===== config.mk =====
export PLATFORM = sky130hd
export DESIGN_NAME = asc_conv_ctrl
export DESIGN_NICKNAME = d
export VERILOG_FILES = /design/src/core/asc_pkg.sv /design/src/core/asc_conv_ctrl.sv /design/src/core/asc_prescale.sv /design/src/core/asc_sar.sv
export SDC_FILE = /design/constraint.sdc
export NUM_CORES = 1
export LEC_CHECK = 0
export BUFFER_PORTS_ARGS = -buffer_cell sky130_fd_sc_hd__buf_2
export CORE_ASPECT_RATIO = 0.5
export CORE_MARGIN = 2
export CORE_UTILIZATION = 60
export CTS_CLUSTER_DIAMETER = 60
export DETAILED_ROUTE_END_ITERATION = 8
export PLACE_DENSITY = 0.87
export SYNTH_ARGS = -nofsm -noshare
export SYNTH_HDL_FRONTEND = slang
export SYNTH_HIERARCHICAL = 1
export SYNTH_SLANG_ARGS = --single-unit

===== constraint.sdc =====
create_clock -name clk -period 4.5 [get_ports clk]
set_input_delay 0.9 -clock clk [delete_from_list [all_inputs] [get_ports clk]]
set_output_delay 0.9 -clock clk [all_outputs]
set_load 0.01 [all_outputs]

===== src/core/asc_pkg.sv =====
// Shared constants and carrier types for the sleep-aware converter control block.
package asc_pkg;

  // ********************************************************
  // Register map and field layout
  // ********************************************************
  localparam logic [7:0] ADDR_RES_LO = 8'h78;
  localparam logic [7:0] ADDR_RES_HI = 8'h79;
  localparam logic [7:0] ADDR_CTRL   = 8'h7a;
  localparam logic [7:0] ADDR_SEL    = 8'h7c;
  localparam logic [7:0] ADDR_EVT    = 8'h7e;
  localparam logic [7:0] ADDR_MASK   = 8'h7f;

  localparam int CTL_EN    = 7;
  localparam int CTL_START = 6;
  localparam int CTL_AUTO  = 5;
  localparam int CTL_DONE  = 4;
  localparam int CTL_IE    = 3;
  localparam int EVT_DONE  = 0;
  localparam int EVT_SLEEP = 1;
  localparam int SEL_LJ    = 5;

  localparam logic [7:0] RESET_VAL   = 8'h00;
  localparam logic [3:0] TEMP_CH     = 4'h8;
  localparam logic [3:0] BANDGAP_CH  = 4'he;
  localparam logic [1:0] REF_EXT     = 2'h0;
  localparam logic [1:0] REF_AVCC    = 2'h1;
  localparam logic [1:0] REF_INT     = 2'h3;

  // ********************************************************
  // Conversion timing in converter clock ticks
  // ********************************************************
  localparam logic [4:0] CONV_NORM  = 5'h0d;
  localparam logic [4:0] CONV_FIRST = 5'h19;
  localparam logic [4:0] SH_NORM    = 5'h02;
  localparam logic [4:0] SH_FIRST   = 5'h0e;
  localparam logic [9:0] SAR_MSB    = 10'h200;

  // ********************************************************
  // Carrier types
  // ********************************************************
  typedef enum logic [2:0] {
    ASC_SLP_IDLE, ASC_SLP_NOISE, ASC_SLP_PDOWN, ASC_SLP_PSAVE, ASC_SLP_STBY, ASC_SLP_XSTBY
  } asc_sleep_type;

  typedef struct packed {
    logic [7:0] addr;
    logic [7:0] wdata;
    logic       wr;
    logic       rd;
  } asc_bus_type;

  typedef struct packed {
    logic       en;
    logic       sample_hold;
    logic [9:0] trial;
    logic [1:0] ref_sel;
    logic [3:0] channel;
    logic       temp_en;
    logic       bg_en;
  } asc_analog_type;

endpackage


===== src/core/asc_conv_ctrl.sv =====
// Converter control top: registers, sleep-started conversion, result and interrupt.
//
// The implementer's own choices: the address map and the plain strobed port.
`timescale 1ns/1ps
module asc_conv_ctrl (
  input  wire logic                   clk,
  input  wire logic                   nrst,
  input  wire asc_pkg::asc_bus_type   bus,
  output logic [7:0]                  rdata,
  input  wire logic                   global_ie,
  input  wire logic                   irq_ack,
  input  wire asc_pkg::asc_sleep_type sleep_state,
  input  wire logic                   cpu_halted,
  input  wire logic                   comp_hi,
  output logic                        irq,
  output asc_pkg::asc_analog_type     analog
);

  // ********************************************************
  // State
  // ********************************************************
  // The whole block state lives in one record, so reset and update stay in
  // a single process. The fields fall into five groups: the control bits that
  // software sees, the held result and its read lock, the first-conversion and sleep bookkeeping,
  // the two comparator synchroniser stages, and registered copies of every output.
  // Keeping the outputs in the record means that each port comes from a flop.
  typedef struct packed {
    logic [7:0]              rdata;
    logic                    en;
    logic                    start;
    logic                    auto;
    logic                    done;
    logic                    ie;
    logic [2:0]              ps;
    logic [1:0]              ref_sel;
    logic                    lj;
    logic [3:0]              ch;
    logic [9:0]              res;
    logic                    hi_lock;
    logic                    first;
    logic                    halted_q;
    logic                    sleep_conv;
    logic                    sleep_ev;
    logic                    mask_sleep;
    logic                    comp_s1;
    logic                    comp_s2;
    logic                    irq;
    asc_pkg::asc_analog_type an;
  } asc_state_type;

  asc_state_type s_ff;
  asc_state_type nxt_s;

  // Wires between the control record and the two helper modules. The
  // sequencer owns the conversion timing; this level owns what software
  // sees and when it sees it.
  logic       tick;
  logic       sar_busy;
  logic       sar_done;
  logic       sar_sh;
  logic [9:0] sar_trial;
  logic [9:0] sar_result;
  logic       sleep_ok;
  logic       trigger;

  // Justification changes only the view and never the stored code, so
  // flipping the bit reshapes both bytes at once without a new conversion.
  // Byte view of the result, right or left justified.
  function automatic logic [7:0] res_byte(input logic [9:0] r, input logic lj,
                                          input logic hi);
    logic [15:0] w;
    w = lj ? {r, 6'h00} : {6'h00, r};
    res_byte = hi ? w[15:8] : w[7:0];
  endfunction

  // ********************************************************
  // Converter clock and sequencer
  // ********************************************************
  // The prescaler is held at zero while the converter is off, so the first
  // tick after an enable always comes a full divided period later.
  asc_prescale u_prescale (
    .clk  (clk),
    .nrst (nrst),
    .run  (s_ff.en),
    .sel  (s_ff.ps),
    .tick (tick)
  );

  // The comparator reaches the sequencer only after both synchroniser stages.
  // Decisions lag the trial code by three clocks, so a divided period shorter
  // than four clocks gives wrong codes.
  asc_sar u_sar (
    .clk         (clk),
    .nrst        (nrst),
    .run         (s_ff.en),
    .tick        (tick),
    .go          (s_ff.start),
    .first       (s_ff.first),
    .comp        (s_ff.comp_s2),
    .busy        (sar_busy),
    .done        (sar_done),
    .sample_hold (sar_sh),
    .trial       (sar_trial),
    .result      (sar_result)
  );

  // ********************************************************
  // Sleep trigger
  // ********************************************************
  // Only the two quiet sleep states qualify; deeper states leave the enable alone.
  assign sleep_ok = (sleep_state == asc_pkg::ASC_SLP_IDLE) ||
                    (sleep_state == asc_pkg::ASC_SLP_NOISE);

  // The halt input is a level from the sleep controller. Looking for its
  // rising edge, not its level, keeps a CPU that stays halted, or one that
  // wakes for another reason, from starting a second conversion.
  // Every software prerequisite is checked here as well; if one is missing
  // the halt simply passes without a conversion.
  // A fresh halt edge is needed, so a woken CPU never re-arms by itself.
  assign trigger = cpu_halted && !s_ff.halted_q && sleep_ok
                   && s_ff.en && !s_ff.start && !sar_busy
                   && !s_ff.auto && s_ff.ie;

  // ********************************************************
  // Next-state logic
  // ********************************************************
  always_comb
  begin
    nxt_s          = s_ff;
    nxt_s.rdata    = asc_pkg::RESET_VAL;
    // Both synchroniser stages move every cycle; only the second one is read,
    // because the first may still be settling.
    nxt_s.comp_s1  = comp_hi;
    nxt_s.comp_s2  = s_ff.comp_s1;
    nxt_s.halted_q = cpu_halted;

    // Read data default to zero every cycle, so a reply stands for one cycle
    // only and an idle bus reads as zero. Reading the low result byte sets the
    // lock and reading the high byte releases it, which keeps the two halves
    // of one code together across a completion.
    // Register reads; the data stand for exactly the following cycle.
    if (bus.rd)
    begin
      case (bus.addr)
        asc_pkg::ADDR_RES_LO:
        begin
          nxt_s.rdata   = res_byte(s_ff.res, s_ff.lj, 1'b0);
          nxt_s.hi_lock = 1'b1;
        end
        asc_pkg::ADDR_RES_HI:
        begin
          nxt_s.rdata   = res_byte(s_ff.res, s_ff.lj, 1'b1);
          nxt_s.hi_lock = 1'b0;
        end
        asc_pkg::ADDR_CTRL:
        begin
          nxt_s.rdata = {s_ff.en, s_ff.start, s_ff.auto, s_ff.done, s_ff.ie, s_ff.ps};
        end
        asc_pkg::ADDR_SEL:
        begin
          nxt_s.rdata = {s_ff.ref_sel, s_ff.lj, 1'b0, s_ff.ch};
        end
        asc_pkg::ADDR_EVT:
        begin
          nxt_s.rdata = {6'h00, s_ff.sleep_ev, s_ff.done};
        end
        asc_pkg::ADDR_MASK:
        begin
          nxt_s.rdata = {6'h00, s_ff.mask_sleep, s_ff.ie};
        end
        default:
        begin
          nxt_s.rdata = asc_pkg::RESET_VAL;
        end
      endcase
    end

    // Register writes; flag clears here may be overridden by a set below.
    // Writes land on the next edge. The done flag is write-one-to-clear in
    // both the control and the event register; a written zero has no effect.
    // A start is only taken together with the enable bit.
    if (bus.wr)
    begin
      case (bus.addr)
        asc_pkg::ADDR_CTRL:
        begin
          nxt_s.en   = bus.wdata[asc_pkg::CTL_EN];
          nxt_s.auto = bus.wdata[asc_pkg::CTL_AUTO];
          nxt_s.ie   = bus.wdata[asc_pkg::CTL_IE];
          nxt_s.ps   = bus.wdata[2:0];
          // Each software start is one conversion in single mode.
          if (bus.wdata[asc_pkg::CTL_START] && bus.wdata[asc_pkg::CTL_EN])
          begin
            nxt_s.start = 1'b1;
          end
          if (bus.wdata[asc_pkg::CTL_DONE])
          begin
            nxt_s.done = 1'b0;
          end
          // Enabling the converter makes the next conversion the long one.
          if (bus.wdata[asc_pkg::CTL_EN] && !s_ff.en)
          begin
            nxt_s.first = 1'b1;
          end
        end
        asc_pkg::ADDR_SEL:
        begin
          nxt_s.ref_sel = bus.wdata[7:6];
          nxt_s.lj      = bus.wdata[asc_pkg::SEL_LJ];
          nxt_s.ch      = bus.wdata[3:0];
        end
        asc_pkg::ADDR_EVT:
        begin
          if (bus.wdata[asc_pkg::EVT_DONE])
          begin
            nxt_s.done = 1'b0;
          end
          if (bus.wdata[asc_pkg::EVT_SLEEP])
          begin
            nxt_s.sleep_ev = 1'b0;
          end
        end
        asc_pkg::ADDR_MASK:
        begin
          // The done interrupt enable is shared with bit three of control.
          nxt_s.ie         = bus.wdata[asc_pkg::EVT_DONE];
          nxt_s.mask_sleep = bus.wdata[asc_pkg::EVT_SLEEP];
        end
        default:
        begin
          // Writes to unmapped places are ignored.
          nxt_s.en = s_ff.en;
        end
      endcase
    end

    // The vector fetch clears the done flag.
    if (irq_ack)
    begin
      nxt_s.done = 1'b0;
    end

    // Halting in a quiet sleep state launches the armed conversion.
    // The conversion is tagged so that its completion also raises the
    // wake-up event bit.
    if (trigger)
    begin
      nxt_s.start      = 1'b1;
      nxt_s.sleep_conv = 1'b1;
    end

    // Completion: result, flag and start bit move in the same cycle.
    // The completion pulse is applied after every clear above, so a set
    // always wins over a clear in the same cycle. While the low-byte lock is
    // held the new code is dropped but the flag still sets, so software
    // still learns that a conversion finished.
    if (sar_done)
    begin
      if (!s_ff.hi_lock)
      begin
        nxt_s.res = sar_result;
      end
      nxt_s.done  = 1'b1;
      nxt_s.start = 1'b0;
      nxt_s.first = 1'b0;
      if (s_ff.sleep_conv)
      begin
        nxt_s.sleep_ev   = 1'b1;
        nxt_s.sleep_conv = 1'b0;
      end
    end

    // Turning the converter off ends any conversion in progress.
    // The sequencer sees the registered enable drop after this edge and goes idle on the next one.
    if (!nxt_s.en)
    begin
      nxt_s.start      = 1'b0;
      nxt_s.sleep_conv = 1'b0;
    end

    // The request is a level built from the next-state flags, so it rises
    // and falls on the same edge as the flags behind it and no stale request
    // outlives a clear.
    // Interrupt needs the local and the global enable; a wake-up irq fires
    // even if another source already woke the CPU.
    nxt_s.irq = global_ie && ((nxt_s.done && nxt_s.ie) ||
                (nxt_s.sleep_ev && nxt_s.mask_sleep));

    // Analog controls; selection is frozen while a conversion runs so the
    // sample is not disturbed by a write mid-conversion.
    // Limitation: a selection written during a conversion takes effect only
    // after that conversion completes.
    nxt_s.an.en          = s_ff.en;
    nxt_s.an.sample_hold = sar_sh;
    nxt_s.an.trial       = sar_trial;
    if (!sar_busy)
    begin
      nxt_s.an.channel = s_ff.ch;
      nxt_s.an.ref_sel = s_ff.ref_sel;
      // Reserved reference code 10 leaves the internal reference off.
      nxt_s.an.temp_en = (s_ff.ch == asc_pkg::TEMP_CH);
      nxt_s.an.bg_en   = (s_ff.ref_sel == asc_pkg::REF_INT) ||
                         (s_ff.ch == asc_pkg::BANDGAP_CH);
    end
  end

  // ********************************************************
  // State register
  // ********************************************************
  // Reset is synchronous: the record clears on the first edge with the reset
  // input low, and every output then reads zero.
  always_ff @(posedge clk)
  begin
    if (!nrst)
    begin
      s_ff <= '0;
    end
    else
    begin
      s_ff <= nxt_s;
    end
  end

  // Every output is a field of the registered record.
  assign rdata  = s_ff.rdata;
  assign irq    = s_ff.irq;
  assign analog = s_ff.an;

endmodule // asc_conv_ctrl


===== src/core/asc_prescale.sv =====
// Converter clock prescaler producing one tick per divided period.
`timescale 1ns/1ps
module asc_prescale (
  input  wire logic       clk,
  input  wire logic       nrst,
  input  wire logic       run,
  input  wire logic [2:0] sel,
  output logic            tick
);

  typedef struct packed {
    logic [6:0] cnt;
    logic       tick;
  } asc_ps_state_type;

  asc_ps_state_type s_ff;
  asc_ps_state_type nxt_s;

  // Division 2 for codes 0 and 1, else two to the power of the code.
  function automatic logic [6:0] div_limit(input logic [2:0] code);
    logic [7:0] d;
    d = 8'h01 << code;
    if (code == 3'h0)
    begin
      d = 8'h02;
    end
    div_limit = 7'(d - 8'h01);
  endfunction

  // ********************************************************
  // Counter, held in reset while the converter is off
  // ********************************************************
  always_comb
  begin
    nxt_s      = s_ff;
    nxt_s.tick = 1'b0;
    if (!run)
    begin
      nxt_s.cnt = 7'h00;
    end
    else if (s_ff.cnt >= div_limit(sel))
    begin
      nxt_s.cnt  = 7'h00;
      nxt_s.tick = 1'b1;
    end
    else
    begin
      nxt_s.cnt = s_ff.cnt + 7'h01;
    end
  end

  // State register.
  always_ff @(posedge clk)
  begin
    if (!nrst)
    begin
      s_ff <= '0;
    end
    else
    begin
      s_ff <= nxt_s;
    end
  end

  assign tick = s_ff.tick;

endmodule // asc_prescale


===== src/core/asc_sar.sv =====
// Successive approximation sequencer driving the trial code of the converter.
`timescale 1ns/1ps
module asc_sar (
  input  wire logic       clk,
  input  wire logic       nrst,
  input  wire logic       run,
  input  wire logic       tick,
  input  wire logic       go,
  input  wire logic       first,
  input  wire logic       comp,
  output logic            busy,
  output logic            done,
  output logic            sample_hold,
  output logic [9:0]      trial,
  output logic [9:0]      result
);

  typedef enum logic {SAR_IDLE, SAR_CONV} asc_sar_st_type;

  typedef struct packed {
    asc_sar_st_type st;
    logic [4:0]     step;
    logic           first;
    logic [9:0]     mask;
    logic [9:0]     trial;
    logic [9:0]     result;
    logic           done;
    logic           sh;
  } asc_sar_state_type;

  asc_sar_state_type s_ff;
  asc_sar_state_type nxt_s;

  // ********************************************************
  // Sequencer: sample, ten bit decisions, then the result
  // ********************************************************
  always_comb
  begin
    logic [4:0] ns;
    logic [4:0] hs;
    logic [4:0] last;
    logic [9:0] t;
    ns         = s_ff.step + 5'h01;
    hs         = s_ff.first ? asc_pkg::SH_FIRST : asc_pkg::SH_NORM;
    last       = (s_ff.first ? asc_pkg::CONV_FIRST : asc_pkg::CONV_NORM) - 5'h01;
    t          = s_ff.trial;
    nxt_s      = s_ff;
    nxt_s.done = 1'b0;
    if (!run)
    begin
      // Switching the converter off aborts any conversion.
      nxt_s.st    = SAR_IDLE;
      nxt_s.sh    = 1'b0;
      nxt_s.mask  = 10'h000;
      nxt_s.trial = 10'h000;
    end
    else
    begin
      case (s_ff.st)
        SAR_IDLE:
        begin
          if (go && tick)
          begin
            nxt_s.st    = SAR_CONV;
            nxt_s.step  = 5'h00;
            nxt_s.first = first;
            nxt_s.sh    = 1'b1;
            nxt_s.mask  = 10'h000;
          end
        end
        SAR_CONV:
        begin
          if (tick)
          begin
            if (ns == hs)
            begin
              t          = asc_pkg::SAR_MSB;
              nxt_s.mask = asc_pkg::SAR_MSB;
              nxt_s.sh   = 1'b0;
            end
            else if (s_ff.mask != 10'h000)
            begin
              // A low comparator means the input sits below the trial level.
              if (!comp)
              begin
                t = t & ~s_ff.mask;
              end
              t          = t | (s_ff.mask >> 1);
              nxt_s.mask = s_ff.mask >> 1;
            end
            nxt_s.trial = t;
            nxt_s.step  = ns;
            if (ns == last)
            begin
              nxt_s.result = t;
              nxt_s.done   = 1'b1;
              nxt_s.st     = SAR_IDLE;
            end
          end
        end
        default:
        begin
          nxt_s.st = SAR_IDLE;
        end
      endcase
    end
  end

  // State register.
  always_ff @(posedge clk)
  begin
    if (!nrst)
    begin
      s_ff <= '0;
    end
    else
    begin
      s_ff <= nxt_s;
    end
  end

  assign busy        = (s_ff.st == SAR_CONV);
  assign done        = s_ff.done;
  assign sample_hold = s_ff.sh;
  assign trial       = s_ff.trial;
  assign result      = s_ff.result;

endmodule // asc_sar


### Word-level counts from Yosys, hierarchy flattened

Index checks and enable logic that the tools add are counted.

| storage, ports and cells | value |
|---|---|
| flip-flop bits (word level) | 109 |
| input bits | 27 |
| output and inout bits | 29 |
| word-level logic and storage cells | 162 |

| cells by class | value |
|---|---|
| equal/unequal tests | 16 |
| add/subtract/negate cells | 4 |
| multiplexer cells | 48 |
| magnitude comparators | 1 |
| bitwise gates (word level) | 8 |
| reduce and logical (&&, ||, !) cells | 47 |
| shift operators | 1 |

Operators by type and width:

| operator | number |
|---|---|
| two-way mux 10 bit | 10 |
| == test 8 x 7 -> 1 bit, second input constant | 6 |
| case mux 8 bit (6 select lines) | 1 |
| two-way mux 32 bit | 1 |
| two-way mux 7 bit | 3 |
| case mux 10 bit (2 select lines) | 1 |
| AND reduction 3 bit | 6 |
| two-way mux 17 bit | 1 |
| two-way mux 16 bit | 1 |
| AND reduction 2 bit | 8 |
| two-way mux 1 bit | 15 |
| two-way mux 15 bit | 1 |
| logical AND 1 bit | 13 |
| case mux 6 bit (2 select lines) | 1 |
| two-way mux 11 bit | 1 |
| bitwise AND 10 bit | 1 |
| == test 5 bit | 2 |
| inverter 10 bit | 1 |
| bitwise OR 10 x 9 -> 10 bit | 1 |
| nonzero test 10 bit | 1 |
| == test 4 bit, second input constant | 2 |
| two-way mux 2 bit | 4 |
| case mux 1 bit (2 select lines) | 4 |
| AND reduction 4 bit | 2 |
| other kinds (22) | 38 |

### Logic depth before layout (Yosys ltp)

| depth | value |
|---|---|
| depth in word-level cells | 14 |
| mapped depth | 9 |
| depth with buffers taken out | 9 |

### Hierarchy

Netlist, hierarchy kept.

Modules (own cells, without submodules):

| module | area each (µm²) | cells each | times used | sequential area each (µm²) |
|---|---|---|---|---|
| asc_conv_ctrl | 2840.2 | 313 | 1 | 1241.2 |
| asc_sar | 2004.4 | 213 | 1 | 780.7 |
| asc_prescale | 500.5 | 56 | 1 | 160.2 |

### Worst setup path before layout

Ideal clock, no wire load.

| timing path | value |
|---|---|
| path type | register -> register |
| from | register s_ff[47] (netlist bit) |
| to | register u_prescale.s_ff, in the netlist u_prescale/tick |
| arrival | 2.001 ns |
| buffers on the path | 0 |
| required time | 4.441 ns |
| stages on the path, launching flop included | 9 |
| library setup time | 0.059 ns |
| period minus slack after synthesis | 2.060 ns |
| slack | 2.440 ns |
| cells stage by stage | dfxtp_1 or2_2 ha_1 nor2_1 a32oi_1 ha_1 nand4_1 a21oi_1 o211a_1 |

| on the way | value |
|---|---|
| word-level cells in the longest chain between the ends | 6 |
| elaborated cells between the ends (all ways) | 7 |
| those cells by class | add/sub (1); order compare (1); shift (1); mux (3); reduce/logical (1) |

RTL lines:

| element | RTL line | RTL |
|---|---|---|
| start, declared | asc_conv_ctrl.sv:51 | `asc_state_type s_ff;` |
| start signal, assigned | asc_conv_ctrl.sv:320 | `s_ff <= nxt_s;` |
| logical NOT 3 bit / << shifter 1 x 3 -> 7 bit (equally long branches) | asc_prescale.sv:23, asc_prescale.sv:22 |  |
| two-way mux 7 bit (*) | asc_prescale.sv:23 | `if (code == 3'h0)` |
| two-way mux 7 bit (*) | asc_prescale.sv:37 | `if (!run)` |
| subtractor 7 x 1 -> 7 bit (*) | asc_prescale.sv:27 | `div_limit = 7'(d - 8'h01);` |
| >= comparator 7 bit (*) | asc_prescale.sv:41 | `else if (s_ff.cnt >= div_limit(sel))` |
| two-way mux 1 bit (*) | asc_prescale.sv:41 |  |
| end signal, assigned | asc_prescale.sv:61 | `s_ff <= nxt_s;` |
| end, declared | asc_prescale.sv:16 | `asc_ps_state_type s_ff;` |

Every way passes the cells marked *; elsewhere a longest branch is shown, timed or not. The select of a mux whose other input is x is not followed.
A chain may end at the register's enable or synchronous reset.

### Worst setup path after layout

| timing path | value |
|---|---|
| from | register u_sar.s_ff, in the netlist u_sar/busy |
| to | register u_sar.s_ff, in the netlist u_sar/result[7] |

| on the way | value |
|---|---|
| word-level cells in the longest chain between the ends | 1 |

RTL lines:

| element | RTL line | RTL |
|---|---|---|
| start, declared | asc_sar.sv:31 | `asc_sar_state_type s_ff;` |
| start signal, assigned | asc_sar.sv:118 | `s_ff <= nxt_s;` |
| AND reduction 4 bit (no source line) | n/a |  |

Every way passes these cells.

==> results.ini <==
[outcome]
outcome = finished clean

[yosys]
syn_inst = 582
synthTopCellsByCount = dfxtp_1, nand2_1, buf_4
post_synth.cell_area_avg_sq_um = 9.18
synth_edf_count = 0
synth_seq_area_share = 0.408
yosys_warnings = 6
synth_area_sq_um = 5350
synth_top_cell_area_share = 0.408
synthTopCellsByArea = dfxtp_1, buf_4, mux2i_1
synth_most_common_cell = dfxtp_1
synth_area_leader_cell = dfxtp_1
ys_ff_latch = 109
synth_async_sr_flop_share = 0
syn_nets = 619
synth-main-ff-cell = dfxtp_1
yosysUniqueCellTypes = 73

[worst_setup_path]
critPathRequiredTime_ns = 4.77
crit_path_start_kind = flip-flop
cp-end-kind = flip-flop
ff2ff_path_depth = 4
r2r_start = u_sar/busy
r2r_end = u_sar/result[7]
crit_type = reg -> reg
ff2ff_setup_slack_ns = 1.94
arrival_ns = 2.83
critPathMaxFanout = 21
crit_path_start = u_sar/busy
worstSetupEndpoint = u_sar/result[7]

[route]
detail-route-antenna-nets = 0
wl_per_cell_um = 15.8
avgViaCountPerCell = 5.99
first_pass_iters = 5
drt_wl_total_mm = 11.0
drcViolationCount = 0
vias = 4165
drt_iter0_markers = 327

[place]
gp_congestion = 0.847
dp.cells = 679
place_ws_ns = 1.82
portBuffers = 54
place_hpwl_mm = 7.62
dpl_cell_area_sq_um = 5250

[sta]
rsz0062_at_grt = false
finalHoldViolations = 0
maxSlewHeadroom = 0.400
setup_ws_ns = 1.94
tightest_slew_ns = 0.898
fmax_mhz = 390
final-max-slew-violation-count = 0
setup_viol = 0
timing.final.crit_share = 0.570
fin_setup_tns_ns = 0
min_period_ns = 2.56
finClkSkew_ns = 0.00572

[clocking]
cts-root-buf = clkbuf_16
cts_hold_buf = 0
post-cts-setup-buffer-count = 0
h-tree-depth = 3
cts_sinks = 109
clockBufferDepth = 2
clk_pin_slew_ns = 0.07
cts_made_buffers = 9
cts_tree = yes
cts_resized = 0
clk_latency_ns = 0.35

[layout]
areaGrowthSynthToFinish_pct = 3.09
final_cells = 695
drive_gt1_frac = 0.182
design_area_sq_um = 5510
multi_input_area_sq_um = 2600
seqCellArea_sq_um = 2180
n_fill_cell = 707
antenna_cells = 0
layout.nets = 610

[global_routing]
grt_pass1_wl_mm = 17.8
grt_max_degree = 35
antenna_found_initial = 0
grt_pass1_vias = 3680
grtUsageTotal = 0.233
grt_overflow = 0

[floorplan]
start_util = 0.616
pin_count = 56
fp.dieH_um = 70.7
rows = 24
die_x_um = 137
dieArea_sq_um = 9730
coreArea_sq_um = 8680

[power_and_ir_drop]
max-vdd-ir-drop_v = 0.000202
finalPower_w = 0.00174
pwr_density_cell_nw_per_um2 = 315
p_leak_nw = 1.97

[min_path]
min_path_type = reg -> reg
min_from = nxt_s[21]

[job]
drv_cap = 0

==> through the flow <==
stage | hold slack (ns) | util
5_1_grt | 0.465 | 0.635
6_report | 0.431 | 0.635
3_5_place_dp | 0.421 | 0.605
2_1_floorplan | 0.412 | -
4_1_cts | 0.439 | 0.635
3_3_place_gp | 0.415 | 0.605
==> how the worst min path moves through the flow <==
stage,endpoint,slack (ns),cells past startpoint
finish,s_ff[21],0.43,1
global route,s_ff[21],0.47,1
CTS,s_ff[21],0.44,1
detailed placement,s_ff[21],0.42,1
global placement,s_ff[21],0.42,1
floorplan,s_ff[21],0.41,1
==> layout make-up <==
type	instances	share of cell area
timing repair buffer	54	0.0490
inverter	13	0.00886
sequential	109	0.396
tap	117	0.0266
clock inverter	3	0.00409
clock buffer	13	0.0436
multi-input combinational	386	0.472
==> critical path, cell delays in order (launching register included) <==
cell       delay (ns)
dfxtp_1          0.91
nand3_1          0.50
a2111oi_4        0.58
nand3_2          0.27
o2bb2ai_1        0.23
==> sequential cells by signal, indices dropped and copies added, names as in the netlist <==
register and cells:
s_ff 31, rdata 8, u_sar/sample_hold 1, nxt_s 2, irq 1, u_sar/result 10
u_prescale/s_ff 7, u_sar/busy 1, u_sar/done 1, u_prescale/tick 1, u_sar/s_ff 16, u_sar/trial 10
analog 20
==> cell families after synthesis <==
group / count (synthesis) / share of synthesized area
xor gates and xnor gates: 7 / 0.0129
muxes: 27 / 0.0517
buffers and inverters: 87 / 0.105
DFF: 109 / 0.408
and+or+nand+nor: 203 / 0.208
AOI/OAI and AO/OA: 139 / 0.190
adders and majority gates: 10 / 0.0234
==> routing by layer <==
layer	up-vias	global-route usage	part of all wire
li1	2005	-	-
met4	0	0.0836	0.019
met5	-	0	0
met1	1987	0.320	0.45
met3	18	0.0581	0.076
met2	155	0.359	0.45
==> layout by cell type (no fill, tap or decap), types with 4 or more instances in the layout <==
cell type,n
a21oi_1,45
a22o_1,9
a22oi_1,5
a31oi_1,4
and2_1,25
buf_2,54
clkbuf_1,4
clkbuf_16,9
dfxtp_1,109
ha_1,10
inv_1,11
mux2i_1,25
nand2_1,54
nand2b_1,14
nand3_1,15
nand4_1,9
nor2_1,30
nor2b_1,5
nor3_1,11
nor4_1,4
o21ai_0,18
o21ai_2,10
o2bb2ai_1,11
o31ai_1,4
or3_1,6
or3b_1,4
xor2_1,5
==> report_power, final <==
group | switching [W] | total, W | internal, W
Clock | 0.000341 | 0.000717 | 0.000377
Sequential | 0.00000126 | 0.000967 | 0.000966
Combinational | 0.0000356 | 0.0000537 | 0.0000181
No activity file was read; power rests on OpenSTA's default activity.
